<file path="config.mk">
export PLATFORM = sky130hd
export DESIGN_NAME = can_phy_mode_fault_control
export DESIGN_NICKNAME = d
export VERILOG_FILES = /design/src/shared/canphy_pkg.sv /design/src/rtl/can_phy_mode_fault_control.sv
export VERILOG_INCLUDE_DIRS = /design/src /design/src/shared
export SDC_FILE = /design/constraint.sdc
export NUM_CORES = 1
export LEC_CHECK = 0
export ABC_CLOCK_PERIOD_IN_PS = 10250
export BUFFER_PORTS_ARGS = -buffer_cell sky130_fd_sc_hd__buf_2
export CORE_MARGIN = 8
export CORE_UTILIZATION = 40
export DETAILED_ROUTE_END_ITERATION = 12
export PLACE_DENSITY_LB_ADDON = 0.2
export SYNTH_ARGS = -nofsm -noshare
export SYNTH_HDL_FRONTEND = slang
export SYNTH_SLANG_ARGS = --single-unit
</file>
<file path="constraint.sdc">
create_clock -name clk_i -period 10.25 [get_ports clk_i]
set_input_delay 2.05 -clock clk_i [delete_from_list [all_inputs] [get_ports clk_i]]
set_output_delay 2.05 -clock clk_i [all_outputs]
set_load 0.01 [all_outputs]
</file>
<file path="src/shared/canphy_defines.svh">
`ifndef CANPHY_DEFINES_SVH
`define CANPHY_DEFINES_SVH

// register byte addresses on the wishbone slave
`define ADDR_FAULT_FLAGS     8'h00
`define ADDR_CONTROL         8'h04
`define ADDR_STATUS          8'h08
`define ADDR_TIMEOUT_CYCLES  8'h0c

// fault flag bit positions
`define FLAG_DT   3
`define FLAG_HOC  1
`define FLAG_LOC  0
`define FLAGS_RESET 8'h00

// control bit positions
`define CTRL_PHY_EN   0
`define CTRL_WAKE_LO  1
`define CTRL_WAKE_HI  2

// wake filter encodings
`define WAKE_OFF     2'h0
`define WAKE_MASK1   2'h1
`define WAKE_TRANSP  2'h2
`define WAKE_MASK2   2'h3

// timing, clock in MHz
`define CLK_MHZ                200
`define DT_TIME_US             1000
`define DT_CYCLES_DEFAULT      (`DT_TIME_US * `CLK_MHZ)
`define REENABLE_TIME_US       1
`define REENABLE_CYCLES        (`REENABLE_TIME_US * `CLK_MHZ)
`define RETRY_FLAG_TIME_US     2
`define RETRY_FLAG_CYCLES      (`RETRY_FLAG_TIME_US * `CLK_MHZ)
`define WAKE_MIN_TIME_US       1
`define WAKE_MIN_CYCLES        (`WAKE_MIN_TIME_US * `CLK_MHZ)

`endif

</file>
<file path="src/shared/canphy_pkg.sv">
package canphy_pkg;

	typedef enum {
		M_SHUTDOWN,
		M_NORMAL,
		M_PSEUDO,
		M_LISTEN,
		M_STANDBY
	} phy_mode_t;

	typedef enum {
		W_IDLE,
		W_DOM,
		W_REC
	} wake_state_t;

	typedef struct packed {
		logic dom_drive;
		logic high_drv_en;
		logic low_drv_en;
	} tx_drive_t;

	typedef struct packed {
		logic hi_voltage_fail;
		logic low_line_undervoltage_status;
		logic high_line_undervolt;
		logic high_overcurrent;
		logic low_overcurrent;
	} bus_monitor_t;

endpackage

</file>
<file path="src/rtl/can_phy_mode_fault_control.sv">
`timescale 1ns/1ps
`include "canphy_defines.svh"
// How it works
// - tx dominant past timeout sets flag bit 3 and enters listen-only.
// - clear while tx dominant or status active keeps listen-only, flag re-set later.
// - high-line overcurrent while dominant sets bit 1; listen-only while set.
// - low-line overcurrent while dominant sets bit 0; listen-only while set.
// - reset enters shutdown with transceiver and monitors off.
// - shutdown is never re-entered except by reset.
// - normal drives bus from tx, reports bus on rx, monitors on.
// - tx high gives recessive, tx low dominant with both drivers.
// - rx high for recessive bus, low for dominant bus.
// - high voltage fail, overcurrent or timeout moves normal to listen-only.
// - low-line undervoltage gives pseudo-normal; high-line undervoltage keeps normal.
// - pseudo-normal disables only low driver; returns once undervoltage clears.
// - listen-only forces transmitter off, keeps reception and monitors.
// - voltage-caused listen-only returns to normal when condition passes.
// - timeout flag clear is honoured only once tx is recessive.
// - stop request in reduced performance enters standby; monitors off, counter frozen.
// - standby ends when reduced performance mode ends.
// - wake enabled in standby sources rx from wake receiver.
// - pulse filter holds rx recessive until one or two wake events.
// - wake event is dominant then recessive, each at least minimum time.
// - after wake-up the mode before stop is restored.
// - filter select: 0 off, b10 transparent, b01 mask one, b11 mask two.
// - writing one clears a fault flag, zero leaves it.
module can_phy_mode_fault_control
	import canphy_pkg::*;
#(
	parameter logic [31:0] DT_CYCLES = `DT_CYCLES_DEFAULT
) (
	// clock and reset
	input  wire logic        clk_i,
	input  wire logic        rst_i,
	// wishbone slave
	input  wire logic        cyc_i,
	input  wire logic        stb_i,
	input  wire logic        we_i,
	input  wire logic [7:0]  adr_i,
	input  wire logic [3:0]  sel_i,
	input  wire logic [31:0] dat_i,
	output logic      [31:0] dat_o,
	output logic             ack_o,
	// protocol controller side
	input  wire logic        phy_tx_input_i,
	output logic             phy_rx_output_o,
	// analog front end
	input  wire logic        bus_dominant_i,
	input  wire logic        wake_rx_dominant_i,
	input  wire bus_monitor_t monitor_i,
	output tx_drive_t        tx_drive_o,
	// device power state
	input  wire logic        reduced_performance_mode_i,
	input  wire logic        stop_request_i
);

	// two-flop synchronisers for every asynchronous input
	localparam int NSYNC = 10;
	logic [NSYNC-1:0] raw_in;
	logic [NSYNC-1:0] sync1_reg;
	logic [NSYNC-1:0] sync2_reg;
	assign raw_in = {phy_tx_input_i, bus_dominant_i, wake_rx_dominant_i, monitor_i,
		reduced_performance_mode_i, stop_request_i};

	genvar gi;
	generate
		for (gi = 0; gi < NSYNC; gi++) begin : g_sync
			always_ff @(posedge clk_i) begin
				if (rst_i) begin
					sync1_reg[gi] <= 1'b0;
					sync2_reg[gi] <= 1'b0;
				end else begin
					sync1_reg[gi] <= raw_in[gi];
					sync2_reg[gi] <= sync1_reg[gi];
				end
			end
		end
	endgenerate

	logic         tx_rec;
	logic         bus_dom;
	logic         wake_dom;
	bus_monitor_t mon;
	logic         reduced_performance_mode;
	logic         stop_req;
	// tx idles high (recessive); reset value 0 is corrected within two cycles
	assign {tx_rec, bus_dom, wake_dom, mon, reduced_performance_mode, stop_req} = sync2_reg;

	// register state
	logic [7:0]  flags_reg;
	logic        phy_en_reg;
	logic [1:0]  wake_filter_select_reg;
	logic [31:0] dt_limit_reg;
	phy_mode_t   mode_reg;
	phy_mode_t   saved_mode_reg;
	logic        dominant_timeout_status_reg;
	logic [31:0] dt_cnt_reg;
	logic [15:0] reenable_cnt_reg;
	logic        reenable_pend_reg;
	logic [15:0] retry_cnt_reg;
	logic        retry_pend_reg;
	logic        dominant_timeout_status_next;

	// bus decode
	logic bus_req;
	logic wr_strobe;
	assign bus_req   = cyc_i & stb_i & ~ack_o;
	// writes land on the edge where the master sees ack, while it still holds the request
	assign wr_strobe = cyc_i & stb_i & we_i & ack_o;

	logic flag_clr_wr;
	logic [7:0] flag_clr_mask;
	assign flag_clr_wr   = wr_strobe && adr_i == `ADDR_FAULT_FLAGS && sel_i[0];
	assign flag_clr_mask = flag_clr_wr ? dat_i[7:0] : 8'h00;

	logic monitors_on;
	logic driving_dom;
	assign monitors_on = mode_reg == M_NORMAL || mode_reg == M_PSEUDO || mode_reg == M_LISTEN;
	assign driving_dom = ~tx_rec && (mode_reg == M_NORMAL || mode_reg == M_PSEUDO);

	// counter holds at one below the limit, so status stays set until tx turns recessive
	logic dt_fire;
	assign dt_fire = monitors_on && ~tx_rec && dt_cnt_reg >= dt_limit_reg - 32'h1;

	logic dt_clear_try;
	assign dt_clear_try = flag_clr_mask[`FLAG_DT] && flags_reg[`FLAG_DT];

	// wishbone ack and read data
	always_ff @(posedge clk_i) begin
		if (rst_i) begin
			ack_o <= 1'b0;
			dat_o <= 32'h0;
		end else begin
			ack_o <= bus_req;
			if (bus_req && !we_i) begin
				case (adr_i)
					`ADDR_FAULT_FLAGS:    dat_o <= {24'h0, flags_reg};
					`ADDR_CONTROL:        dat_o <= {29'h0, wake_filter_select_reg, phy_en_reg};
					`ADDR_STATUS:         dat_o <= {24'h0, 3'h0, mon.low_line_undervoltage_status,
						dominant_timeout_status_reg, 3'(mode_reg)};
					`ADDR_TIMEOUT_CYCLES: dat_o <= dt_limit_reg;
					default:              dat_o <= 32'h0;
				endcase
			end
		end
	end

	// control registers; phy enable is sticky
	always_ff @(posedge clk_i) begin
		if (rst_i) begin
			phy_en_reg             <= 1'b0;
			wake_filter_select_reg <= `WAKE_OFF;
			dt_limit_reg           <= 32'h0;
		end else if (wr_strobe && adr_i == `ADDR_CONTROL && sel_i[0]) begin
			phy_en_reg             <= phy_en_reg | dat_i[`CTRL_PHY_EN];
			wake_filter_select_reg <= dat_i[`CTRL_WAKE_HI:`CTRL_WAKE_LO];
		end else if (wr_strobe && adr_i == `ADDR_TIMEOUT_CYCLES && sel_i == 4'hf) begin
			dt_limit_reg <= dat_i;
		end else if (dt_limit_reg == 32'h0) begin
			dt_limit_reg <= DT_CYCLES;
		end
	end

	// dominant timeout counter, frozen outside monitored modes
	always_ff @(posedge clk_i) begin
		if (rst_i) begin
			dt_cnt_reg <= 32'h0;
		end else if (tx_rec && monitors_on) begin
			dt_cnt_reg <= 32'h0;
		end else if (monitors_on && ~dt_fire) begin
			dt_cnt_reg <= dt_cnt_reg + 32'h1;
		end
	end

	always_comb begin
		dominant_timeout_status_next = dominant_timeout_status_reg;
		if (dt_fire) begin
			dominant_timeout_status_next = 1'b1;
		end else if (tx_rec && monitors_on) begin
			dominant_timeout_status_next = 1'b0;
		end
	end

	always_ff @(posedge clk_i) begin
		if (rst_i) begin
			dominant_timeout_status_reg <= 1'b0;
		end else begin
			dominant_timeout_status_reg <= dominant_timeout_status_next;
		end
	end

	// fault flags: hardware set wins over a one-write clear
	always_ff @(posedge clk_i) begin
		if (rst_i) begin
			flags_reg <= `FLAGS_RESET;
		end else begin
			flags_reg <= flags_reg & ~(flag_clr_mask & ((8'h1 << `FLAG_HOC) | (8'h1 << `FLAG_LOC)));
			if (dt_clear_try && tx_rec && ~dominant_timeout_status_reg) begin
				flags_reg[`FLAG_DT] <= 1'b0;
			end
			if (dt_fire || (retry_pend_reg && retry_cnt_reg == 16'h0)) begin
				flags_reg[`FLAG_DT] <= 1'b1;
			end
			if (driving_dom && mon.high_overcurrent) begin
				flags_reg[`FLAG_HOC] <= 1'b1;
			end
			if (driving_dom && mon.low_overcurrent) begin
				flags_reg[`FLAG_LOC] <= 1'b1;
			end
		end
	end

	// failed clear attempts re-raise the flag after a delay
	always_ff @(posedge clk_i) begin
		if (rst_i) begin
			retry_pend_reg <= 1'b0;
			retry_cnt_reg  <= 16'h0;
		end else if (dt_clear_try && (~tx_rec || dominant_timeout_status_reg)) begin
			retry_pend_reg <= 1'b1;
			retry_cnt_reg  <= 16'(`RETRY_FLAG_CYCLES - 1);
		end else if (retry_pend_reg) begin
			if (retry_cnt_reg == 16'h0) begin
				retry_pend_reg <= 1'b0;
			end else begin
				retry_cnt_reg <= retry_cnt_reg - 16'h1;
			end
		end
	end

	// successful clear: hold listen-only for the re-enable delay
	always_ff @(posedge clk_i) begin
		if (rst_i) begin
			reenable_pend_reg <= 1'b0;
			reenable_cnt_reg  <= 16'h0;
		end else if (dt_clear_try && tx_rec && ~dominant_timeout_status_reg) begin
			reenable_pend_reg <= 1'b1;
			reenable_cnt_reg  <= 16'(`REENABLE_CYCLES - 1);
		end else if (reenable_pend_reg) begin
			if (reenable_cnt_reg == 16'h0) begin
				reenable_pend_reg <= 1'b0;
			end else begin
				reenable_cnt_reg <= reenable_cnt_reg - 16'h1;
			end
		end
	end

	// mode machine
	// listen-only outranks pseudo-normal: a fault that kills the driver beats a half driver
	logic listen_cause;
	assign listen_cause = mon.hi_voltage_fail | flags_reg[`FLAG_HOC] | flags_reg[`FLAG_LOC]
		| flags_reg[`FLAG_DT] | dt_fire | reenable_pend_reg;

	always_ff @(posedge clk_i) begin
		if (rst_i) begin
			mode_reg       <= M_SHUTDOWN;
			saved_mode_reg <= M_NORMAL;
		end else begin
			case (mode_reg)
				M_SHUTDOWN: begin
					if (phy_en_reg) begin
						mode_reg <= M_NORMAL;
					end
				end
				M_NORMAL, M_PSEUDO, M_LISTEN: begin
					if (reduced_performance_mode && stop_req) begin
						saved_mode_reg <= mode_reg;
						mode_reg       <= M_STANDBY;
					end else if (listen_cause) begin
						mode_reg <= M_LISTEN;
					end else if (mon.low_line_undervoltage_status) begin
						mode_reg <= M_PSEUDO;
					end else begin
						mode_reg <= M_NORMAL;
					end
				end
				M_STANDBY: begin
					if (~reduced_performance_mode) begin
						mode_reg <= saved_mode_reg;
					end
				end
				default: mode_reg <= M_SHUTDOWN;
			endcase
		end
	end

	// wake pulse filter, counts events since standby entry
	wake_state_t wake_state_reg;
	logic [15:0] wake_time_reg;
	logic [1:0]  wake_events_reg;
	logic [1:0]  wake_needed;
	assign wake_needed = wake_filter_select_reg == `WAKE_MASK2 ? 2'h2 :
		wake_filter_select_reg == `WAKE_MASK1 ? 2'h1 : 2'h0;

	always_ff @(posedge clk_i) begin
		if (rst_i || mode_reg != M_STANDBY) begin
			wake_state_reg  <= W_IDLE;
			wake_time_reg   <= 16'h0;
			wake_events_reg <= 2'h0;
		end else begin
			case (wake_state_reg)
				W_IDLE: begin
					wake_time_reg <= 16'h0;
					if (wake_dom) begin
						wake_state_reg <= W_DOM;
					end
				end
				W_DOM: begin
					if (wake_dom) begin
						// saturate so a stuck dominant wake line cannot wrap into a short pulse
						if (wake_time_reg != 16'hffff) begin
							wake_time_reg <= wake_time_reg + 16'h1;
						end
					end else if (wake_time_reg >= 16'(`WAKE_MIN_CYCLES - 1)) begin
						wake_state_reg <= W_REC;
						wake_time_reg  <= 16'h0;
					end else begin
						wake_state_reg <= W_IDLE;
					end
				end
				W_REC: begin
					if (wake_dom) begin
						wake_state_reg <= W_DOM;
						wake_time_reg  <= 16'h0;
					end else if (wake_time_reg >= 16'(`WAKE_MIN_CYCLES - 1)) begin
						wake_state_reg <= W_IDLE;
						if (wake_events_reg != 2'h2) begin
							wake_events_reg <= wake_events_reg + 2'h1;
						end
					end else begin
						wake_time_reg <= wake_time_reg + 16'h1;
					end
				end
				default: wake_state_reg <= W_IDLE;
			endcase
		end
	end

	// outputs
	logic      tx_active;
	tx_drive_t drive_next;
	assign tx_active = mode_reg == M_NORMAL || mode_reg == M_PSEUDO;
	always_comb begin
		drive_next.dom_drive   = tx_active && ~tx_rec;
		drive_next.high_drv_en = drive_next.dom_drive;
		drive_next.low_drv_en  = drive_next.dom_drive && mode_reg == M_NORMAL;
	end

	always_ff @(posedge clk_i) begin
		if (rst_i) begin
			tx_drive_o      <= '0;
			phy_rx_output_o <= 1'b1;
		end else begin
			tx_drive_o <= drive_next;
			if (mode_reg == M_STANDBY) begin
				if (wake_filter_select_reg == `WAKE_OFF || wake_events_reg < wake_needed) begin
					phy_rx_output_o <= 1'b1;
				end else begin
					phy_rx_output_o <= ~wake_dom;
				end
			end else if (mode_reg == M_SHUTDOWN) begin
				phy_rx_output_o <= 1'b1;
			end else begin
				phy_rx_output_o <= ~bus_dom;
			end
		end
	end

endmodule

</file>
==> summary.md <==
| Metric | Value |
|---|---|
| Cell taking the most area after synthesis | `dfxtp_1` |
| Gate Count Post-Synth | `1202` |
| Final setup viols | `0` |
| Vias per cell | `5.186` |
| FF-to-FF Start | `dt_limit_reg[8]` |
| Wirelength per Cell | `15.63 um` |
| Hold Fails Final Rpt | `0` |
| Critical path type | `register to register` |
| Drt first-iter violations | `386` |
| Register area share after synthesis | `46.46%` |
| Clock slew at reported path FFs | `0.06 ns` |
| Insertion delay to the later sink of the worst-skew pair | `0.53 ns` |
| Initial antenna violation count | `1` |
| NumNets Final | `1387` |
| Worst Setup Start Kind | `register` |
| Routed wire length | `25550 um` |
| Most common cell after layout, fill and taps aside | `dfxtp_1` |
| Critical path arrival | `5.85 ns` |
| Max VDD drop | `137.0 uV` |
| Slowest stage delay, CP | `0.85 ns` |
| CTS H-tree lvls | `1` |
| Hold_sp | `sync1_reg[0]` |
| Initial core utilization | `40.41%` |
| Worst-margin pin slew | `1.191 ns` |
| Post-CTS Hold Buffers | `0` |
| Synth unique cells | `61` |
| Layout Utilization | `46.91%` |
| Hold Crit Depth | `1` |
| Share of cells above drive strength 1 | `12.54%` |
| CP Cell Sequence | `or4_1, nor4_1, nand3_1, nor4_2, nand3b_1, xor2_1, ha_1, a21oi_1, o21ai_0, o21bai_1, a31o_2, o211ai_1, buf_4, or4_1, a21oi_1` |
| Flop-to-flop setup slack | `4.86 ns` |
| HPWL after detailed placement | `18020 um` |
| Static leakage | `0.004674 uW` |
| Seq pwr share | `40.8%` |
| Crit. End Element | `register` |
| R2r endpoint | `dt_cnt_reg[20]` |
| Number of max-cap violations | `0` |
| Power share of the clock group | `41.2%` |
| Remaining DRCs | `0` |
| 1st-pass router iterations | `4` |
| Core region area | `25910 um2` |
| Power Dens Cells | `198.3 nW/um2` |
| Post-synth top area share | `46.46%` |
| R2R depth | `15` |
| CP required | `10.70 ns` |
| Area Overhead vs Synth | `16.09%` |
| IO Port Bufs | `94` |
| Vias in the first global route | `8085` |
| Mean Syn Cell Area | `8.711 um2` |
| Synthesized flop and latch total | `243` |
| Maximum clock frequency | `185.4 MHz` |
| First-pass GRT wire length | `41450 um` |
| Die area | `31610 um2` |
| P_sw | `653.4 uW` |
| Comb pwr share | `17.9%` |
| Final period util | `52.62%` |
| TritonCTS clock tree | `done` |
| RSZ-0062 raised after global routing | `false` |
| Post-synth ARST share | `0%` |
| Synth area leaders | `dfxtp_1 (46%), nor2_1 (7.5%), ha_1 (5.5%), xnor2_1 (4.3%), a22oi_1 (3.9%)` |
| Final Wtd Congestion | `0.8080` |
| Antenna Nets Post-Route | `0` |
| Post-Syn Nets | `1307` |
| Clk root buf | `clkbuf_16` |
| Horiz. Die Dim | `177.8 um` |
| Bufs on Longest Clock Path | `3` |
| Post-CTS resize count | `0` |
| EDFF count, synth | `0` |
| Die Y | `177.8 um` |
| Switching Share | `27.11%` |
| Most frequent cells in the layout | `dfxtp_1 (243), nor2_1 (207), nand2_1 (106), buf_2 (93), a21oi_1 (67)` |
| # clock sinks | `243` |
| Vias | `8479` |
| Dominant synthesized flop cell | `dfxtp_1` |
| Final min period | `5.393 ns` |
| Clock skew | `0.01535 ns` |
| Pin count of the biggest net entering global routing | `67` |
| TritonCTS Buffers | `27` |
| Cell area after layout | `12150 um2` |
| Worst Hold Endpoint | `stop_req` |
| Gr usage total | `15.87%` |
| Number of placement rows | `59` |
| Diodes inserted | `0` |
| Area after DPL | `11240 um2` |
| Crit-path slowest cell | `nor4_1` |
| Post-CTS Setup Bufs | `0` |
| Cell-internal power | `1757 uW` |
| Slew Limit Fails | `0` |
| Cell Area, Synth | `10470 um2` |
| Yosys warnings | `0` |
| Min-Delay Path Class | `register to register` |
| Slew headroom | `20.23%` |
| CP top delay family | `simple AND/OR/NAND/NOR gates` |
| CP bufs+invs | `1` |
| TNS Setup | `0 ns` |
| Ports | `96` |
| Outcome | `completed` |
| CP max FO | `20` |
| GRT overflow | `0` |
| Pwr Total | `2410 uW` |
## synth_stat cells, types with 3 or more instances
| master | n |
|---|---|
| nand3_1 | 33 |
| and3_1 | 7 |
| nor2_1 | 208 |
| nand4_1 | 18 |
| xor2_1 | 21 |
| nor3b_1 | 3 |
| nor2b_1 | 23 |
| a31oi_1 | 3 |
| a21oi_1 | 67 |
| or4_1 | 13 |
| a211oi_1 | 11 |
| or3_1 | 25 |
| o21ai_0 | 35 |
| or2_2 | 4 |
| buf_2 | 7 |
| nand3b_1 | 4 |
| xnor2_1 | 51 |
| inv_1 | 33 |
| nor3_1 | 35 |
| ha_1 | 46 |
| nand2b_1 | 10 |
| o31ai_1 | 7 |
| clkbuf_1 | 43 |
| o211ai_1 | 5 |
| nor4_1 | 27 |
| nand2_1 | 106 |
| a22oi_1 | 55 |
| mux2i_1 | 13 |
| dfxtp_1 | 243 |
| o2111ai_1 | 6 |
## power by group through the flow
stage / clock (uW) / sequential, uW / combinational (uW)
final: 994 / 984 / 433
after global routing: 1060 / 986 / 486
after CTS: 1020 / 984 / 435
after detailed placement: 0 / 1010 / 432
after global placement: 0 / 1010 / 425
after floorplan: 0 / 994 / 334
## through the flow
step | cells | hold WS, ns | setup slack [ns]
final | 1635 | 0.4290 | 4.857
after global routing | 1635 | 0.4424 | 4.273
after global placement | 1588 | 0.4167 | 4.975
after detailed placement | 1588 | 0.4220 | 4.876
after CTS | 1635 | 0.4345 | 4.833
after floorplan | 1202 | 0.4138 | 5.841
## final cells by class
class,count,area [um2]
Clock inverter,8,147.6
Clock buffer,39,770.7
Fill cell,2495,13760
Sequential cell,243,4865
Tap cell,335,419.2
Multi-Input combinational cell,873,5284
Timing Repair Buffer,103,540.5
Inverter,34,127.6
## cells by family (layout without fill, tap and decap cells)
logic type / Yosys count / in the layout / synth area share [%]
AO/OA/AOI/OAI: 209 / 209 / 12.88
XOR/XNOR: 72 / 72 / 6.023
adder cells (fa/ha/maj): 46 / 46 / 5.497
buffers and inverters: 86 / 184 / 3.203
flip-flops: 243 / 243 / 46.46
multiplexers: 15 / 15 / 1.673
AND/OR/NAND/NOR: 531 / 531 / 24.26
## worst max-delay path by stage
| stage | start | endpoint | slack [ns] | cells after the start |
|---|---|---|---|---|
| after floorplan | dt_limit_reg[4] | dt_cnt_reg[1] | 5.84 | 14 |
| after global placement | dt_limit_reg[8] | dt_cnt_reg[24] | 4.97 | 15 |
| after detailed placement | dt_limit_reg[12] | dt_cnt_reg[20] | 4.88 | 15 |
| after CTS | dt_limit_reg[8] | dt_cnt_reg[20] | 4.83 | 15 |
| after global routing | dt_limit_reg[8] | dt_cnt_reg[24] | 4.27 | 15 |
| final | dt_limit_reg[8] | dt_cnt_reg[20] | 4.86 | 15 |
## per-layer routing
metal  track usage, %  wire, um  up-vias
li1                 -         -     4383
met1            20.98     12200     3929
met2            26.51     11750      138
met3            2.681      1227       27
met4            3.856       363        2
met5                0        13        -
## worst register-to-register path, stage by stage (launching register included)
cell,delay (ns)
dfxtp_1,0.39
or4_1,0.64
nor4_1,0.85
nand3_1,0.33
nor4_2,0.37
nand3b_1,0.15
xor2_1,0.17
ha_1,0.31
a21oi_1,0.12
o21ai_0,0.10
o21bai_1,0.16
a31o_2,0.23
o211ai_1,0.42
buf_4,0.39
or4_1,0.51
a21oi_1,0.15
Note: power is estimated with default switching activity, not from simulation.
